==> src/core/pmbus_cmd_consts.svh <==
// command codes, field positions, reset values for the fault/protect/store block
// assumes inclusion by bare name from the controller
`ifndef PMBUS_CMD_CONSTS_SVH
`define PMBUS_CMD_CONSTS_SVH

`define CMD_PAGE          8'h00
`define CMD_OPERATION     8'h01
`define CMD_ON_OFF_CFG    8'h02
`define CMD_CLEAR_FAULTS  8'h03
`define CMD_WRITE_LOCK    8'h10
`define CMD_RESTORE_FACT  8'h12
`define CMD_STORE_USER    8'h15
`define CMD_RESTORE_USER  8'h16
`define CMD_VOUT_COMMAND  8'h21
`define CMD_STATUS_BYTE   8'h78
`define CMD_STATUS_WORD   8'h79

`define LOCK_ALL_BIT      7
`define LOCK_CTRL_BIT     6
`define LOCK_VOUT_BIT     5
`define LOCK_RW_MASK      8'hE0
`define LOCK_RESET        8'h00

`define STATUS_CML_BIT    1
`define STATUS_RESET      16'h0000

`define PAGE_FACTORY      4'h0
`define PAGE_USER         4'h1

`endif

==> src/core/pmbus_cmd_pkg.sv <==
// types shared by the fault/protect/store controller and its users
// assumes the transaction layer delivers one decoded command per cycle
package pmbus_cmd_pkg;

    // one decoded transaction from the bus layer
    typedef struct packed {
        logic       valid;   // one-cycle strobe
        logic       write;   // 1 = write direction, 0 = read
        logic       noData;  // send-byte form
        logic [7:0] code;    // command code
        logic [7:0] data;    // first data byte of a write
    } cmd_req_t;

    // nonvolatile copy operations
    typedef enum logic [1:0] {
        COPY_NONE,
        COPY_LOAD_FACTORY,
        COPY_LOAD_USER,
        COPY_STORE_USER
    } copy_op_t;

    typedef enum logic {
        ST_IDLE,
        ST_COPY
    } ctrl_state_t;

endpackage : pmbus_cmd_pkg

==> src/core/pmbus_cmd_ctrl.sv <==
// fault-clear, write-lock and nonvolatile copy command handling
// assumes a same-clock transaction layer and a same-clock copy engine
`include "pmbus_cmd_consts.svh"

module pmbus_cmd_ctrl
    import pmbus_cmd_pkg::*;
(
    input  wire logic     clk_sys,     // 100 MHz system clock
    input  wire logic     rst,         // synchronous, active high
    input  wire cmd_req_t cmdIn,       // decoded command strobe
    input  wire logic     cmlEvent,    // external comm/memory/logic fault pulse
    input  wire logic     nvmUnlocked, // nonvolatile memory unlocked level
    input  wire logic     copyDone,    // copy engine finished, pulse
    output logic          writeGrant,  // write to this code may proceed
    output logic [15:0]   readData,    // read answer
    output logic          readValid,   // read answer strobe
    output logic          copyReq,     // copy request, held until done
    output copy_op_t      copyOp,      // which copy
    output logic [3:0]    copyPage,    // nonvolatile page of the copy
    output logic [7:0]    writeLock,   // lock register value
    output logic [15:0]   statusWord   // status word value
);

    logic [7:0]  lock_q, lock_d;
    logic        cml_q, cml_d;
    logic [15:0] rdata_q, rdata_d;
    logic        rvalid_q, rvalid_d;
    ctrl_state_t state_q, state_d;
    copy_op_t    op_q, op_d;
    logic [3:0]  page_q, page_d;
    logic        isWrite, isRead, allowed, reject, copyCmd;

    // strictest bit checked first so several set bits act as the highest
    // strictest lock wins
    function automatic logic lockAllows(input logic [7:0] lk, input logic [7:0] code);
        logic ok;
        ok = 1'b1;
        if (lk[`LOCK_ALL_BIT])
            ok = (code == `CMD_WRITE_LOCK);
        else if (lk[`LOCK_CTRL_BIT])
            ok = (code == `CMD_WRITE_LOCK) || (code == `CMD_OPERATION) ||
                 (code == `CMD_PAGE);
        else if (lk[`LOCK_VOUT_BIT])
            ok = (code == `CMD_WRITE_LOCK) || (code == `CMD_OPERATION) ||
                 (code == `CMD_PAGE) || (code == `CMD_ON_OFF_CFG) ||
                 (code == `CMD_VOUT_COMMAND);
        return ok;
    endfunction : lockAllows

    // classify the incoming strobe
    always_comb
    begin
        isWrite    = cmdIn.valid && cmdIn.write;
        isRead     = cmdIn.valid && !cmdIn.write;
        allowed    = lockAllows(lock_q, cmdIn.code);
        writeGrant = isWrite && allowed;
        reject     = isWrite && !allowed;
        copyCmd    = writeGrant && cmdIn.noData &&
                     ((cmdIn.code == `CMD_RESTORE_FACT) ||
                      (cmdIn.code == `CMD_STORE_USER) ||
                      (cmdIn.code == `CMD_RESTORE_USER));
    end

    // lock register next value
    always_comb
    begin
        lock_d = lock_q;
        if (writeGrant && !cmdIn.noData && cmdIn.code == `CMD_WRITE_LOCK)
            lock_d = cmdIn.data & `LOCK_RW_MASK;
    end

    // copy sequencer; a copy while one runs is refused, since the engine
    // holds operating memory and a second request would race it
    always_comb
    begin
        state_d = state_q;
        op_d    = op_q;
        page_d  = page_q;
        unique case (state_q)
            ST_IDLE:
            begin
                if (copyCmd)
                begin
                    if (cmdIn.code == `CMD_RESTORE_FACT)
                    begin
                        state_d = ST_COPY;
                        op_d    = COPY_LOAD_FACTORY;
                        page_d  = `PAGE_FACTORY;
                    end
                    else if (cmdIn.code == `CMD_RESTORE_USER)
                    begin
                        state_d = ST_COPY;
                        op_d    = COPY_LOAD_USER;
                        page_d  = `PAGE_USER;
                    end
                    // store to page 1 when unlocked
                    else if (nvmUnlocked)
                    begin
                        state_d = ST_COPY;
                        op_d    = COPY_STORE_USER;
                        page_d  = `PAGE_USER;
                    end
                end
            end
            ST_COPY:
            begin
                if (copyDone)
                begin
                    state_d = ST_IDLE;
                    op_d    = COPY_NONE;
                    page_d  = `PAGE_FACTORY;
                end
            end
        endcase
    end

    // sticky fault flag; a new fault in the clearing cycle survives
    always_comb
    begin
        logic setCml;
        logic clrCml;
        setCml = cmlEvent || reject ||
                 (copyCmd && state_q == ST_COPY) ||
                 (copyCmd && state_q == ST_IDLE && cmdIn.code == `CMD_STORE_USER &&
                  !nvmUnlocked);
        clrCml = writeGrant && cmdIn.noData && cmdIn.code == `CMD_CLEAR_FAULTS;
        cml_d = setCml || (cml_q && !clrCml);
    end

    // read answers, one cycle after the strobe
    always_comb
    begin
        rvalid_d = isRead;
        rdata_d  = 16'h0000;
        if (isRead)
        begin
            if (cmdIn.code == `CMD_WRITE_LOCK)
                rdata_d = {8'h00, lock_q};
            else if (cmdIn.code == `CMD_STATUS_BYTE)
                rdata_d = {8'h00, statusWord[7:0]};
            else if (cmdIn.code == `CMD_STATUS_WORD)
                rdata_d = statusWord;
        end
    end

    // register everything on every edge
    always_ff @(posedge clk_sys)
    begin
        if (rst)
        begin
            lock_q   <= `LOCK_RESET;
            cml_q    <= 1'b0;
            rdata_q  <= 16'h0000;
            rvalid_q <= 1'b0;
            state_q  <= ST_IDLE;
            op_q     <= COPY_NONE;
            page_q   <= `PAGE_FACTORY;
        end
        else
        begin
            lock_q   <= lock_d;
            cml_q    <= cml_d;
            rdata_q  <= rdata_d;
            rvalid_q <= rvalid_d;
            state_q  <= state_d;
            op_q     <= op_d;
            page_q   <= page_d;
        end
    end

    // only bit 1 is implemented; all others read zero
    assign statusWord = `STATUS_RESET | (16'(cml_q) << `STATUS_CML_BIT);
    assign writeLock  = lock_q;
    assign readData   = rdata_q;
    assign readValid  = rvalid_q;
    assign copyReq    = (state_q == ST_COPY);
    assign copyOp     = op_q;
    assign copyPage   = page_q;

    a_clear_faults: assert property (@(posedge clk_sys) disable iff (rst)
        (writeGrant && cmdIn.noData && cmdIn.code == `CMD_CLEAR_FAULTS && !cmlEvent)
        |=> (statusWord == 16'h0000))
        else $error("fault clear left a status bit set");

    a_lock_all: assert property (@(posedge clk_sys) disable iff (rst)
        (writeLock[7] && cmdIn.valid && cmdIn.write && cmdIn.code != `CMD_WRITE_LOCK)
        |-> !writeGrant)
        else $error("write granted under full lock");

    a_lock_ctrl: assert property (@(posedge clk_sys) disable iff (rst)
        (writeLock[7:6] == 2'b01 && cmdIn.valid && cmdIn.write)
        |-> (writeGrant == (cmdIn.code == `CMD_WRITE_LOCK ||
             cmdIn.code == `CMD_OPERATION || cmdIn.code == `CMD_PAGE)))
        else $error("control lock grant wrong");

    a_lock_vout: assert property (@(posedge clk_sys) disable iff (rst)
        (writeLock[7:5] == 3'b001 && cmdIn.valid && cmdIn.write &&
         cmdIn.code == `CMD_STORE_USER) |-> !writeGrant)
        else $error("store granted under voltage lock");

    a_lock_resv: assert property (@(posedge clk_sys) disable iff (rst)
        (writeLock[4:0] == 5'h00) && (!readValid || readData[15:8] == 8'h00))
        else $error("reserved lock bits nonzero");

    a_factory_load: assert property (@(posedge clk_sys) disable iff (rst)
        (copyCmd && cmdIn.code == `CMD_RESTORE_FACT && !copyReq)
        |=> (copyReq && copyOp == COPY_LOAD_FACTORY && copyPage == 4'h0))
        else $error("factory restore not started");

    a_store_user: assert property (@(posedge clk_sys) disable iff (rst)
        (copyCmd && cmdIn.code == `CMD_STORE_USER && nvmUnlocked && !copyReq)
        |=> (copyOp == COPY_STORE_USER && copyPage == 4'h1))
        else $error("store user not started");

    a_store_locked: assert property (@(posedge clk_sys) disable iff (rst)
        (cmdIn.valid && cmdIn.code == `CMD_STORE_USER && !nvmUnlocked && !copyReq)
        |=> !copyReq)
        else $error("store started while memory locked");

    a_user_load: assert property (@(posedge clk_sys) disable iff (rst)
        (copyCmd && cmdIn.code == `CMD_RESTORE_USER && !copyReq)
        |=> (copyOp == COPY_LOAD_USER && copyPage == 4'h1))
        else $error("user restore not started");

    a_cml_sticky: assert property (@(posedge clk_sys) disable iff (rst)
        (statusWord[1] && !(writeGrant && cmdIn.noData &&
         cmdIn.code == `CMD_CLEAR_FAULTS)) |=> statusWord[1])
        else $error("fault flag dropped without clear");

    a_set_wins: assert property (@(posedge clk_sys) disable iff (rst)
        cmlEvent |=> statusWord[1])
        else $error("fault event lost");

endmodule : pmbus_cmd_ctrl

==> config.mk <==
export PLATFORM = sky130hd
export DESIGN_NAME = pmbus_cmd_ctrl
export DESIGN_NICKNAME = d
export VERILOG_FILES = /design/src/core/pmbus_cmd_pkg.sv /design/src/core/pmbus_cmd_ctrl.sv
export VERILOG_INCLUDE_DIRS = /design/src /design/src/core
export SDC_FILE = /design/constraint.sdc
export NUM_CORES = 1
export LEC_CHECK = 0
export BUFFER_PORTS_ARGS = -buffer_cell sky130_fd_sc_hd__clkbuf_2
export CAP_MARGIN = 0
export CORE_ASPECT_RATIO = 0.7
export CORE_MARGIN = 3
export CORE_UTILIZATION = 42
export CTS_CLUSTER_DIAMETER = 120
export DETAILED_ROUTE_END_ITERATION = 16
export PLACE_DENSITY = 0.81
export SETUP_SLACK_MARGIN = 0.02
export SLEW_MARGIN = 20
export SYNTH_ARGS = -nofsm -noshare
export SYNTH_HDL_FRONTEND = slang
export SYNTH_SLANG_ARGS = --single-unit
==> constraint.sdc <==
create_clock -name clk_sys -period 4.4 [get_ports clk_sys]
set_clock_uncertainty 0.2 [all_clocks]
set_input_delay 0.22 -clock clk_sys [delete_from_list [all_inputs] [get_ports clk_sys]]
set_output_delay 0.22 -clock clk_sys [all_outputs]
set_load 0.03 [all_outputs]
; Word-level counts from Yosys, hierarchy flattened
; Cells that the tools add are included.
[word_totals]
register_bits = 28
out_inout_bits = 49
wordCells = 83
in_bits = 24
[classes]
bitwise = 2
reduce_logical = 34
mux = 24
n_eq_ne = 13
[op_table]
columns = cell, count
row1 = "8-bit by 5-bit equality test with 1-bit output, second input constant", 4
row2 = 4-bit 2-to-1 mux, 5
row3 = "8-bit by 2-bit equality test with 1-bit output, second input constant", 2
row4 = "8-bit by 7-bit equality test with 1-bit output, second input constant", 2
row5 = 1-bit logical AND, 14
row6 = 2-bit 2-to-1 mux, 7
row7 = 1-bit logical OR, 10
row8 = "8-bit by 1-bit equality test with 1-bit output, second input constant", 1
row9 = "8-bit by 6-bit equality test with 1-bit output, second input constant", 1
row10 = 8-bit logical NOT, 1
row11 = 1-bit 2-to-1 mux, 8
row12 = 8-bit 2-to-1 mux, 1
row13 = 4-bit one-hot mux with 2 select lines, 1
row14 = 1-bit logical NOT, 5
row15 = "2-bit inequality test, second input constant", 2
row16 = "4-bit inequality test, second input constant", 1
row17 = 2-bit one-hot mux with 2 select lines, 1
row18 = 4-bit OR reduction, 1
row19 = 3-bit AND reduction, 1
row20 = 3-bit OR reduction, 1
row21 = 1-bit inverter, 2
row22 = 1-bit one-hot mux with 2 select lines, 1
row23 = 2-bit OR reduction, 1

; Depth between registers and ports, before layout
; Gate-level depths: netlist (run 1).
[depth]
word_depth = 16
depth_mapped = 5

; Worst setup path after synthesis (run 1)
; Ideal clock, no wire load.
[synth_timing]
kind = register -> output
start = register lock_q[6] (netlist: writeLock[6])
end = output port writeGrant
n_path_buf = 0
path_stages_with_launch = 5
arrival_ps = 1339
setup_slack_ps = 2641
path_cell_list = dfxtp_1 > a21oi_1 > a31oi_1 > o22a_1 > nor2_1
[synth_between]
elab_chain_cells = 3
[synth_rtl]
columns = element, line_no
row1 = "start, declared", pmbus_cmd_ctrl.sv:24  ; logic [7:0] lock_q, lock_d;
row2 = "start signal, assigned", pmbus_cmd_ctrl.sv:151  ; lock_q <= `LOCK_RESET;
row3 = "start signal, assigned", pmbus_cmd_ctrl.sv:161  ; lock_q <= lock_d;
row4 = 1-bit 2-to-1 mux, pmbus_cmd_ctrl.sv:40  ; else if (lk[`LOCK_CTRL_BIT])
row5 = 1-bit 2-to-1 mux, pmbus_cmd_ctrl.sv:38  ; if (lk[`LOCK_ALL_BIT])
row6 = 1-bit logical AND, pmbus_cmd_ctrl.sv:56  ; writeGrant = isWrite && allowed;
row7 = "end, declared", pmbus_cmd_ctrl.sv:14  ; output logic writeGrant,
; Every way passes these cells.

; Worst setup path after layout (run 1)
; Same ends and word-level chain as after synthesis.

==> results of run 1 <==
==> through the flow <==
step	cell area (um^2)	total power (W)	utilization, %
final	1040	0.000273	52.6
after global routing	1040	0.000287	52.6
after CTS	1040	0.000273	52.6
after floorplan	1060	0.000192	-
after global placement	978	0.000182	49.3
after detailed placement	978	0.000183	49.3
==> layout make-up <==
type,instances,area (um^2)
Sequential cell,12,240
Clock buffer,4,36.3
Multi-Input combinational cell,102,533
Timing Repair Buffer,35,190
Fill cell,190,940
Inverter,2,7.51
Tap cell,30,37.5
==> layout by cell type, fill, tap and decap left out, drive strengths merged <==
cell and count:
o21ai 6, nor2 12, conb 35, or4 1
nor4 2, clkbuf 36, a211o 1, nand4 2
and2 4, nor3b 4, nor2b 2, nand4b 1
o22a 1, inv 2, nand2b 1, mux2i 3
a31oi 2, nand2 9, nand3 4, dfxtp 12
dlygate4sd3 3, and3b 1, nor3 3, or3b 1
and2b 1, a21oi 4, o22ai 1, a221oi 1
==> sequential cells by signal, indices dropped and copies added (netlist names) <==
signal	cells
readData	4
writeLock	3
readValid	1
cml_q	1
copyReq	1
copyOp	2
==> routing by layer <==
metal | track usage, % | wire length [um]
met1 | 17.9 | 845
met2 | 23.1 | 1050
met3 | 5.93 | 283
met4 | 3.51 | 0
met5 | 0 | 0
==> logic make-up (layout without fill, tap and decap cells) <==
logic type / after synthesis / count (layout) / synth area share [%]
simple gates: 48 / 48 / 29.2
buf+inv: 40 / 41 / 30.9
compound gates: 16 / 16 / 10.6
flops: 12 / 12 / 25.7
mux: 3 / 3 / 3.21
other cells: 1 / 35 / 0.401
==> power groups by stage <==
stage	registers [W]	logic [W]	clock network [W]
4_1_cts	0.000110	0.0000726	0.0000903
5_1_grt	0.000110	0.0000788	0.0000976
3_5_place_dp	0.000113	0.0000703	0
6_report	0.000110	0.0000741	0.0000883
3_3_place_gp	0.000113	0.0000695	0
2_1_floorplan	0.000113	0.0000783	0
==> what timing repair did <==
item / CTS / global route
hold buffers: 3 / 0
endpoints found under the hold margin: 3 / 0
setup endpoints to repair: 0 / 0
==> worst max-delay path by stage <==
| stage | startpoint | to | slack, ns |
|---|---|---|---|
| 6_report | writeLock[6] | writeGrant | 2.37 |
| 5_1_grt | writeLock[6] | writeGrant | 2.28 |
| 4_1_cts | writeLock[6] | writeGrant | 2.40 |
| 3_5_place_dp | cmdIn[10] | writeGrant | 2.56 |
| 3_3_place_gp | cmdIn[14] | writeGrant | 2.64 |
| 2_1_floorplan | writeLock[6] | writeGrant | 2.64 |
==> critical path, stage by stage, from the launching register on <==
cell and delay (ns):
dfxtp_1 0.44, a21oi_1 0.09, a31oi_1 0.24, o22a_1 0.30, nor2_1 0.08, clkbuf_2 0.18
==> results.toml, run 1 <==
[global_route]
grt.total_usage_pct = 14.2
grt_max_degree = 10
grt_pass1_vias = 672
gr-total-overflow = 0
antenna_found_initial = 0
grt_pass1_wl_mm = 3.06

[cts]
cts_buffers = 3
cts.sinks = 12
tritoncts = "built"
worstSkewPairLatency_ns = 0.27
cts_resized = 0
htreeDepth = 1
post_cts_buffers = 0
clk_pin_slew_ns = 0.08
clock_path_buffers = 2
clockRootBuffer = "clkbuf_4"

[critical_path]
required_ns = 3.98
critPathLaunchType = "flip-flop"
crit_type = "reg -> out"
critPathArrivalTime_ns = 1.61
reg2reg_depth = 5
r2r_slack_ns = 2.77
rr_startpoint = "writeLock[6]"
reg2reg_to = "cml_q"
end_kind = "primary output"
path_max_fanout = 6

[drt]
drt-total-wl_mm = 2.18
postRouteAntennaNets = 0
drtPass1Iterations = 4
drt_iter0_markers = 55
routed_via_density = 4.69
vias = 868
drc = 0
avgRoutedWirePerCell_um = 11.8

[floorplanning]
core.rowCount = 13
core_area_um2 = 1980
dieArea_um2 = 2840
start_util_pct = 47.1
ios = 73
die-height_um = 45.5
dieWidth_um = 62.4

[timing]
setup_viol = 0
fin_crit_sh_pct = 46.2
drv_slew = 0
hold_ws_ns = 0.00136
rsz0062_at_grt = "false"
setup_slack_ns = 2.37
final.min_clock_period_ns = 2.03
fin_setup_tns_ns = 0
fmax_mhz = 492
hold_viol = 0

[power_and_ir_drop]
p_clk_share_pct = 32.4
p_sw_w = 0.0000986
power.internal_w = 0.000174
switching_share_pct = 36.1
p_leak_nw = 0.530
pwr-share-comb_pct = 27.2
peakVddDrop_mv = 0.159
pwr-share-seq_pct = 40.5
p_per_area_nw_per_um2 = 261

[synthesis]
synth_area_per_cell_um2 = 7.79
yosys-top-cells-count = "37 x buf_4, 12 x dfxtp_1, 12 x nor2_1"
yosysMostFrequentCell = "buf_4"
yosysTopAreaCellShare_pct = 29.7
yosys_register_bits = 12
ys_seq_area_share_pct = 25.7
yosys-top-cells-area = "buf_4 30%, dfxtp_1 26%, nor2_1 4.8%, mux2i_1 3.2%, nand2_1 3.2%"
yosysUniqueCellTypes = 32
ys_async_sr_fraction_pct = 0
netlist_area_um2 = 935
yosysTopAreaCell = "buf_4"
synth_ff_type = "dfxtp_1"
syn-instance-count = 120
ys_warn_count = 0
synth_edf_count = 0

[run]
maxCapViolCount = 0

[layout]
drive_gt1_share_pct = 27.1
stdcell_count = 185
antenna_cells = 0
area_delta_synth_final_pct = 11.8
fin_nets = 180

[place]
port_buffers = 32
placed_cells = 178
post-dp-hpwl_mm = 1.75
pre_cts_slack_ns = 2.56
gp_congestion = 0.945

[min_path]
holdPathStages = 3
hold_path_class = "in -> reg"
hold_start = "cmdIn[6]"
min_to = "writeLock[6]"

[status]
outcome = "finished clean"
Power figures use the tool's default switching activity.
==> inputs of run 2 (changes only) <==
--- a/config.mk
+++ b/config.mk
@@ -6,14 +6,15 @@
 export SDC_FILE = /design/constraint.sdc
 export NUM_CORES = 1
 export LEC_CHECK = 0
+export ABC_AREA = 1
 export BUFFER_PORTS_ARGS = -buffer_cell sky130_fd_sc_hd__clkbuf_2
 export CAP_MARGIN = 0
 export CORE_ASPECT_RATIO = 0.7
 export CORE_MARGIN = 3
-export CORE_UTILIZATION = 42
+export CORE_UTILIZATION = 36
 export CTS_CLUSTER_DIAMETER = 120
 export DETAILED_ROUTE_END_ITERATION = 16
-export PLACE_DENSITY = 0.81
+export PLACE_DENSITY = 0.72
 export SETUP_SLACK_MARGIN = 0.02
 export SLEW_MARGIN = 20
 export SYNTH_ARGS = -nofsm -noshare
==> constraint.sdc (replaced) <==
create_clock -name clk_sys -period 1.8 [get_ports clk_sys]
set_clock_uncertainty 0.2 [all_clocks]
set_input_delay 0.09 -clock clk_sys [delete_from_list [all_inputs] [get_ports clk_sys]]
set_output_delay 0.09 -clock clk_sys [all_outputs]
set_load 0.03 [all_outputs]
==> results.toml, run 2 <==
[layout]
mostFrequentLayoutCells = "35 x conb_1, 31 x clkbuf_2, 16 x nor2_1, 15 x inv_1, 14 x nand2_1"
fin_nets = 212
layout_commonest_cell = "conb_1"
nFillCells = 270
seq_area_um2 = 240
area_delta_synth_final_pct = 24.6
drive_gt1_share_pct = 26.2
largest_reg_flops = 4
multi_input_comb_area_um2 = 503
antenna_cells = 0

[power_and_ir_drop]
p_leak_nw = 0.630
p_per_area_nw_per_um2 = 634
peakVddDrop_mv = 0.246
p_total_w = 0.000764

[global_route]
gr-total-overflow = 0
antenna_found_initial = 0
grt_pass1_wl_mm = 3.20
grt_max_degree = 8
grt_pass1_vias = 722
grt.total_usage_pct = 12.7

[critical_path]
crit_chain = "inv_1 -> nand3_1 -> nand2_1 -> nand2_1 -> nand2_1 -> nand2_2 -> a21oi_2 -> buf_4"
cp_top_family = "simple AND/OR/NAND/NOR gates"
critPathLaunchType = "flip-flop"
required_ns = 1.51
critPathSlowestCell = "dfxtp_1"
crit_type = "reg -> out"
cp_common_cell = "nand2_1"
end_kind = "primary output"
critPathArrivalTime_ns = 1.37
path_buf_inv = 2
crit_path_max_incr_delay_ns = 0.33
path_max_fanout = 4

[floorplanning]
core_area_um2 = 2510
core.rowCount = 15
start_util_pct = 38.5
dieWidth_um = 68.0
die-height_um = 49.4
ios = 73
dieArea_um2 = 3350

[timing]
fin_setup_tns_ns = 0
drv_slew = 0
final.min_clock_period_ns = 1.66
setup_viol = 0
rsz0062_at_grt = "true"
hold_ws_ns = 0.00199
hold_viol = 0
fmax_mhz = 602
fin_crit_sh_pct = 92.3

[drt]
drt-total-wl_mm = 2.20
vias = 926
drc = 0
postRouteAntennaNets = 0
routed_via_density = 4.19
avgRoutedWirePerCell_um = 9.93
drt_iter0_markers = 31
drtPass1Iterations = 4

[synthesis]
ys_warn_count = 0
netlist_area_um2 = 967
yosys_register_bits = 12
yosysUniqueCellTypes = 20
yosys-top-cells-area = "buf_4 29%, dfxtp_1 25%, nor2_1 6.2%, inv_1 5.8%, nand3_1 5.7%"
synth_ff_type = "dfxtp_1"
synth_area_per_cell_um2 = 6.81
ys_async_sr_fraction_pct = 0
synth_edf_count = 0
ys_seq_area_share_pct = 24.8
yosys-top-cells-count = "37 x buf_4, 16 x nor2_1, 15 x inv_1"
yosysTopAreaCellShare_pct = 28.7
yosysMostFrequentCell = "buf_4"
yosysTopAreaCell = "buf_4"
syn-instance-count = 142

[place]
post-dp-hpwl_mm = 1.64
port_buffers = 32
gp_congestion = 0.892

[cts]
cts.sinks = 12
cts_buffers = 3
clockRootBuffer = "clkbuf_8"
tritoncts = "built"
worstSkewPairLatency_ns = 0.24
htreeDepth = 1
clock_path_buffers = 2
clk_pin_slew_ns = 0.06

[min_path]
hold_path_class = "in -> reg"

[run]
maxCapViolCount = 0

[status]
outcome = "finished clean"
[run 2: cell count changes after synthesis, moves of 4 or more]
cell	change
and2_1	-4
inv_1	+13
inv_2	+4
nand2_1	+6
nand3_1	+7
nand4_1	+6
nor2_1	+4
nor2_2	+5
o21ai_1	-4
[run 2: final timing paths]
kind	start	end	slack (ns)	cells past startpoint
hold / removal	rst	readData[1]	0.002	4
setup reg to reg	writeLock[6]	cml_q	0.21	13
setup / recovery	writeLock[6]	writeGrant	0.14	8
hold reg to reg	copyOp[0]	copyOp[0]	0.26	2
[run 2: cell families after synthesis]
group	Yosys count	share of synthesized area, %
simple gates	63	31.7
flops	12	24.8
other cells	1	0.388
buf+inv	57	37.3
compound gates	9	5.82
[run 2: cell type report]
type,instances,area share [%]
clock buffers,4,4.57
inverters,19,5.92
multi-input cells,107,41.7
flip-flops and latches,12,19.9
well taps,34,3.53
repair buffers,45,24.3
[run 2: layer usage]
layer | routed length, um | vias up | global-route usage, %
li1 | - | 478 | -
met1 | 1030 | 407 | 17.5
met2 | 972 | 39 | 18.4
met3 | 188 | 2 | 3.69
met4 | 8 | 0 | 4.95
met5 | 0 | - | 0
[run 2: worst register-to-register path: cells and delay by family, from the launching register on]
kind	cells	cell delay (ns)
simple gates	12	0.90
flops	1	0.33
buf+inv	1	0.10
[run 2: what timing repair did]
action / CTS / global route
resized for setup: 0 / 4
endpoints found under the setup margin: 0 / 2
hold buffers: 13 / 0
buffers inserted: 0 / 0
hold endpoints to repair: 9 / 0
[run 2: through the flow]
step	util, %	worst slack (ns)	std cells	area [um^2]
after global routing	47.9	0.0150	221	1200
final	47.9	0.139	221	1200
after CTS	47.6	0.0518	221	1200
after floorplan	-	0.0550	176	1100
after detailed placement	40.2	0.195	204	1010
after global placement	40.2	0.218	204	1010
[run 2: where the power goes]
part / switching, W / internal (W)
logic: 0.000150 / 0.0000473
registers: 0.00000237 / 0.000268
clock network: 0.000103 / 0.000193
